<file path="src/pkg/cis_consts.vh">
// Constants for the CPU interrupt sequencer.
// Function
// - Sample pending requests at instruction end, mask clear
// - Highest priority pending request serviced first
// - Pending request taken again before next instruction
// - Return always prefetches the next opcode
// - Upper index byte never stacked on entry
// - Software trap always interrupts, mask ignored
// - Trap stacks PC, hardware stacks PC minus one
// - Break address match forces a software trap
// - Global mask blocks all but software trap
// - Priority zero highest; reset top, trap below
// - Sources 1..20, vectors descend two per priority
`ifndef CIS_CONSTS_VH
`define CIS_CONSTS_VH
`define CIS_NSRC 20
`define CIS_VEC_RESET 16'hFFFE
`define CIS_VEC_TRAP 16'hFFFC
`define CIS_VEC_SRC1 16'hFFFA
`define CIS_ST_IDLE 3'h0
`define CIS_ST_PCL 3'h1
`define CIS_ST_PCH 3'h2
`define CIS_ST_XR 3'h3
`define CIS_ST_AR 3'h4
`define CIS_ST_CCR 3'h5
`define CIS_ST_VHI 3'h6
`define CIS_ST_VLO 3'h7
`define CIS_KIND_STACK 2'h1
`define CIS_KIND_FETCH 2'h2
`endif

</file>
<file path="src/hw/cis_sequencer.v">
// Interrupt recognition and entry sequencing for the CPU core.
`timescale 1ns/1ps
`default_nettype none
`include "cis_consts.vh"

// One source's request, folded from the conditions that share its vector.
module cis_source_req #(
   parameter CPS = 4
) (
   input wire [CPS-1:0] condFlag,
   input wire [CPS-1:0] condEnable,
   output wire request
);
   // Shared conditions are simply ORed, so the service routine must poll the flags to tell
   // them apart.
   assign request = |(condFlag & condEnable);
endmodule

module cis_sequencer #(
   parameter NSRC = `CIS_NSRC,
   parameter CPS = 4
) (
   input wire ref_clk,
   input wire srst,
   input wire [NSRC*CPS-1:0] condFlag,
   input wire [NSRC*CPS-1:0] condEnable,
   input wire instrDone,
   input wire maskBit,
   input wire trapExec,
   input wire returnDone,
   input wire [15:0] pcValue,
   input wire [7:0] accValue,
   input wire [7:0] idxLowValue,
   input wire [7:0] ccrValue,
   input wire breakEnable,
   input wire [15:0] breakAddr,
   input wire [15:0] fetchAddr,
   output reg [NSRC:1] sourceRequestFlag_r,
   output reg busy_r,
   output reg setMask_r,
   output reg forceTrap_r,
   output reg prefetch_r,
   output reg [1:0] cycKind_r,
   output reg [15:0] cycAddr_r,
   output reg [7:0] stackData_r,
   output reg [15:0] pcLoad_r,
   output reg pcLoadValid_r
);
   localparam [2:0] ST_IDLE = `CIS_ST_IDLE;
   localparam [2:0] ST_PCL = `CIS_ST_PCL;
   localparam [2:0] ST_PCH = `CIS_ST_PCH;
   localparam [2:0] ST_XR = `CIS_ST_XR;
   localparam [2:0] ST_AR = `CIS_ST_AR;
   localparam [2:0] ST_CCR = `CIS_ST_CCR;
   localparam [2:0] ST_VHI = `CIS_ST_VHI;
   localparam [2:0] ST_VLO = `CIS_ST_VLO;

   reg [2:0] state_r;
   reg [2:0] state_nxt;
   reg [15:0] savePc_r;
   reg [15:0] vecAddr_r;
   wire [NSRC:1] req;
   reg [15:0] selVec;
   reg [15:0] vecOffset;
   reg anyReq;
   wire takeTrap;
   wire takeHw;
   integer i;
   genvar g;

   // Each source folds its shared conditions in an instance of its own.
   generate
      for (g = 1; g <= NSRC; g = g + 1) begin : gen_src
         cis_source_req #(
            .CPS(CPS)
         ) u_src (
            .condFlag(condFlag[(g-1)*CPS +: CPS]),
            .condEnable(condEnable[(g-1)*CPS +: CPS]),
            .request(req[g])
         );
      end
   endgenerate

   // Scan from lowest priority up so the highest-priority source wins last.
   always @* begin
      anyReq = 1'b0;
      selVec = `CIS_VEC_SRC1;
      vecOffset = 16'h0000;
      for (i = NSRC; i >= 1; i = i - 1) begin
         if (req[i]) begin
            anyReq = 1'b1;
            // Two bytes per priority step below the first source vector.
            vecOffset = {i[14:0], 1'b0} - 16'h0002;
            selVec = `CIS_VEC_SRC1 - vecOffset;
         end
      end
   end

   // The trap ignores the global mask; hardware sources only enter at a boundary.
   assign takeTrap = trapExec && !busy_r;
   assign takeHw = (instrDone || returnDone) && !maskBit && anyReq && !busy_r;

   always @* begin
      case (state_r)
         ST_IDLE: begin
            state_nxt = ST_IDLE;
         end
         ST_PCL: begin
            state_nxt = ST_PCH;
         end
         ST_PCH: begin
            // The upper index byte is skipped on purpose.
            state_nxt = ST_XR;
         end
         ST_XR: begin
            state_nxt = ST_AR;
         end
         ST_AR: begin
            state_nxt = ST_CCR;
         end
         ST_CCR: begin
            state_nxt = ST_VHI;
         end
         ST_VHI: begin
            state_nxt = ST_VLO;
         end
         default: begin
            state_nxt = ST_IDLE;
         end
      endcase
   end

   always @(posedge ref_clk) begin
      if (srst) begin
         state_r <= ST_IDLE;
         savePc_r <= 16'h0000;
         vecAddr_r <= `CIS_VEC_RESET;
         sourceRequestFlag_r <= {NSRC{1'b0}};
         busy_r <= 1'b0;
         setMask_r <= 1'b0;
         forceTrap_r <= 1'b0;
         prefetch_r <= 1'b0;
         cycKind_r <= 2'h0;
         cycAddr_r <= 16'h0000;
         stackData_r <= 8'h00;
         pcLoad_r <= 16'h0000;
         pcLoadValid_r <= 1'b0;
      end else begin
         sourceRequestFlag_r <= req;
         setMask_r <= 1'b0;
         pcLoadValid_r <= 1'b0;
         cycKind_r <= 2'h0;
         // Break match turns the fetch into a trap opcode for the core.
         forceTrap_r <= breakEnable && (fetchAddr == breakAddr);
         // Return always prefetches, even if an interrupt follows at once.
         prefetch_r <= returnDone;
         if (state_r == ST_IDLE) begin
            busy_r <= 1'b0;
            // A trap beats a hardware request seen at the same boundary.
            if (takeTrap) begin
               state_r <= ST_PCL;
               savePc_r <= pcValue;
               vecAddr_r <= `CIS_VEC_TRAP;
               busy_r <= 1'b1;
            end else if (takeHw) begin
               state_r <= ST_PCL;
               savePc_r <= pcValue - 16'h0001;
               vecAddr_r <= selVec;
               busy_r <= 1'b1;
            end
         end else begin
            state_r <= state_nxt;
            case (state_r)
               ST_PCL: begin
                  cycKind_r <= `CIS_KIND_STACK;
                  stackData_r <= savePc_r[7:0];
               end
               ST_PCH: begin
                  cycKind_r <= `CIS_KIND_STACK;
                  stackData_r <= savePc_r[15:8];
               end
               ST_XR: begin
                  cycKind_r <= `CIS_KIND_STACK;
                  stackData_r <= idxLowValue;
               end
               ST_AR: begin
                  cycKind_r <= `CIS_KIND_STACK;
                  stackData_r <= accValue;
               end
               ST_CCR: begin
                  cycKind_r <= `CIS_KIND_STACK;
                  stackData_r <= ccrValue;
                  // The mask is set in the same cycle that the old condition codes are stacked.
                  setMask_r <= 1'b1;
               end
               ST_VHI: begin
                  cycKind_r <= `CIS_KIND_FETCH;
                  cycAddr_r <= vecAddr_r;
               end
               ST_VLO: begin
                  cycKind_r <= `CIS_KIND_FETCH;
                  cycAddr_r <= vecAddr_r + 16'h0001;
                  pcLoad_r <= vecAddr_r;
                  pcLoadValid_r <= 1'b1;
               end
               default: begin
                  cycKind_r <= 2'h0;
               end
            endcase
         end
      end
   end
endmodule
`default_nettype wire

</file>
<file path="config.mk">
export PLATFORM = sky130hd
export DESIGN_NAME = cis_sequencer
export DESIGN_NICKNAME = d
export VERILOG_FILES = /design/src/hw/cis_sequencer.v
export VERILOG_INCLUDE_DIRS = /design/src /design/src/pkg
export SDC_FILE = /design/constraint.sdc
export NUM_CORES = 1
export LEC_CHECK = 0
export BUFFER_PORTS_ARGS = -buffer_cell sky130_fd_sc_hd__buf_2
export CORE_AREA = 2 2 120 122
export CTS_BUF_LIST = sky130_fd_sc_hd__clkbuf_4
export CTS_CLUSTER_SIZE = 25
export DETAILED_ROUTE_END_ITERATION = 8
export DIE_AREA = 0 0 122 124
export RECOVER_POWER = 25
export SLEW_MARGIN = 30
export SYNTH_ARGS = -nofsm -noshare
export SYNTH_HDL_FRONTEND = slang
export SYNTH_HIERARCHICAL = 1
export SYNTH_SLANG_ARGS = --single-unit
</file>
<file path="constraint.sdc">
create_clock -name ref_clk -period 1.91 [get_ports ref_clk]
set_input_delay 0.2865 -clock ref_clk [delete_from_list [all_inputs] [get_ports ref_clk]]
set_output_delay 0.2865 -clock ref_clk [all_outputs]
set_load 0.1 [all_outputs]
</file>
==> results.cfg <==
[run_status]
status = finished, final reports clean

[place]
dp_slack_ns = -0.369
place_inst = 954
hpwlAfterDp_um = 11800
portBuffers = 304
globalplace.congestion = 0.839

[synth]
synth-seq-cells = 72
ys_seq_area_frac = 0.362
ys_types = 50
yosys_warnings = 6
syn_nets = 705
syn-instance-count = 464
avgSynthCellArea_um2 = 8.58
synth_area_mm2 = 0.00398

[finish]
layout_common_cells = 303 x buf_2, 70 x dfxtp_1, 45 x a22oi_1, 44 x nor2_1, 37 x buf_4
final_common_cell = buf_2
finalNetCount = 1026
fin_cells = 970
n_antenna_cell = 0
fillers = 1482
area.growth.synth_to_final_pct = 50.7
fin_util = 0.437
drive_gt1_frac = 0.491

[power_and_ir_drop]
power.density_mw_per_mm2 = 898
p_sw_mw = 2.47
p_int_mw = 2.92
combPwrFrac = 0.494
vdd_drop_max_v = 0.000541
seqPwrFrac = 0.351
pwr-share-clk = 0.156
finalPower_mw = 5.39
swShare = 0.459
p_leak_nw = 2.94

[hold_path]
holdPathEnd = prefetch_r$_SDFF_PP0_
holdPathStages = 2
hold_path.class = input pin to flop
min_from = returnDone

[timing]
clock_skew_ns = 0.0264
fin_crit_sh = 0.944
hold_violations = 0
worstMarginPinSlew_ns = 0.926
whs_ns = 0.0408
rsz0062_at_grt = no
max_freq_mhz = 554
finalWorstSetupSlack_ns = 0.106
fin_crit_ns = 1.80
maxSlewViolCount = 0
slew_headroom = 0.382
setup_violations = 0

[floorplanning]
start_util = 0.290
num_rows = 43
die_area_mm2 = 0.0151
die_x_um = 122
die_h_um = 124
io_pins = 306
coreArea_mm2 = 0.0137

[job]
drv_cap = 0

[cts]
cts_setup_buffers = 0
cts-resized-gates = 0
cts-root-buf = clkbuf_4
clock-sinks = 72
htreeDepth = 3
clkTransAtPathRegs_ns = 0.13
cts_buffer_depth = 2
numCtsBuffers = 9
postCtsHoldBufs = 0
cts_tree = yes
clk_latency_ns = 0.46

[global_routing]
grt-ovfl-total = 0
antenna_found_initial = 0
grt_first_pass_wirelength_um = 21300
grt_use_total = 0.182
grt_max_degree = 25
grt_pass1_vias = 4390

[route]
routedWlPerCell_um = 14.5
vias_per_cell = 4.73
dr.first_iter.drc_count = 200
drc = 0
vias = 4591
routed_wl_um = 14000
ant_nets = 0
firstDrtPassIters = 4

[critical_path]
critPathKind = input pin to flop
arrival_ns = 2.18
critPathLaunchType = input pin
timing.rr.start = state_r[2]$_SDFFE_PP0P_
crit_required_ns = 2.29
crit_fanout = 9
critPathCaptureType = flop
r2r-end = savePc_r[10]$_SDFFE_PP0P_
reg2reg_depth = 5
reg2reg_slack_ns = 0.17
==> registers in the layout, indices dropped and copies added, names as in the netlist, 2 cells and up <==
name	flops
state_r	3
stackData_r	8
savePc_r	16
sourceRequestFlag_r	20
cycKind_r	2
cycAddr_r	7
pcLoad_r	6
vecAddr_r	5
==> power by group through the flow <==
stage / sequential, mW / clock, mW / combinational (mW)
2_1_floorplan: 2.67 / 0 / 1.12
3_3_place_gp: 1.92 / 0 / 2.67
3_5_place_dp: 1.93 / 0 / 2.68
4_1_cts: 1.89 / 0.874 / 2.69
5_1_grt: 1.92 / 0.937 / 2.86
6_report: 1.89 / 0.839 / 2.66
==> Yosys cell counts (all sizes together) <==
cell,number,area [um2]
inv,10,37.5
nand2,29,109
and2,1,6.26
nor3,10,66.3
a22oi,48,360
xnor2,7,61.3
nand2b,4,25.0
or3,3,18.8
nor4,12,75.1
o31a,2,17.5
nand3,8,45.0
o311ai,2,17.5
and3,3,23.8
dfxtp,72,1440
mux2,1,11.3
a21oi,34,170
or2,1,6.26
a221o,2,20.0
o211ai,1,7.51
or4,6,48.8
a221oi,8,70.1
a21o,1,7.51
nand4b,2,17.5
a41oi,2,17.5
nor2,46,178
a211oi,22,215
clkbuf,18,67.6
a2111oi,1,8.76
ha,2,25.0
nand4,4,25.0
conb,1,3.75
mux2i,18,180
xor2,25,219
buf,27,188
and4,1,8.76
nor2b,19,119
a31oi,1,6.26
o31ai,1,7.51
o21ai,8,40.0
a2bb2oi,1,8.76
==> routing by layer <==
| layer | track usage | part of all wire | up-vias |
|---|---|---|---|
| li1 | - | - | 2333 |
| met1 | 0.220 | 0.43 | 2046 |
| met2 | 0.311 | 0.47 | 191 |
| met3 | 0.0421 | 0.073 | 21 |
| met4 | 0.0790 | 0.024 | 0 |
| met5 | 0 | 0 | - |
==> through the flow <==
step                cell area (um2)  setup TNS (ns)
floorplan                      4040           -1.19
global placement               5930           -6.79
detailed placement             5930           -7.04
CTS                            6030               0
global route                   6000               0
finish                         6000               0
==> worst max-delay path: stages <==
cell and delay [ns]:
buf_2 0.10, a22oi_1 0.20, nand2_2 0.08, or4_4 0.55, nor3_4 0.29, and3_4 0.24
nor2_2 0.10, buf_4 0.16, a211oi_2 0.16
==> kinds of logic after synthesis <==
kind of cell | Yosys count | synth area share
DFF | 72 | 0.362
buffers and inverters | 55 | 0.0735
and+or+nand+nor | 149 | 0.194
AOI/OAI and AO/OA | 134 | 0.245
adders and majority gates | 2 | 0.00628
xor gates and xnor gates | 32 | 0.0704
muxes | 19 | 0.0481
other | 1 | 0.000942
==> layout make-up <==
type / count / area [um2] / area share
Multi-Input combinational cell: 337 / 2300 / 0.383
Inverter: 10 / 37.5 / 0.00626
Timing Repair Buffer: 355 / 1890 / 0.315
Clock buffer: 11 / 82.6 / 0.0138
Sequential cell: 72 / 1440 / 0.241
Tap cell: 180 / 225 / 0.0375
Clock inverter: 5 / 23.8 / 0.00396
==> how the worst max path moves through the flow <==
stage / startpoint / to / slack (ns)
CTS: state_r[1]$_SDFFE_PP0P_ / stackData_r[1]$_SDFFE_PP0P_ / 0.12
global route: srst / stackData_r[0]$_SDFFE_PP0P_ / 0.01
detailed placement: condFlag[16] / savePc_r[0]$_SDFFE_PP0P_ / -0.37
finish: condEnable[42] / savePc_r[10]$_SDFFE_PP0P_ / 0.11
floorplan: condEnable[42] / vecAddr_r[1]$_SDFFE_PP1P_ / -0.10
global placement: condFlag[16] / savePc_r[0]$_SDFFE_PP0P_ / -0.36
Power figures use the tool's default switching activity.
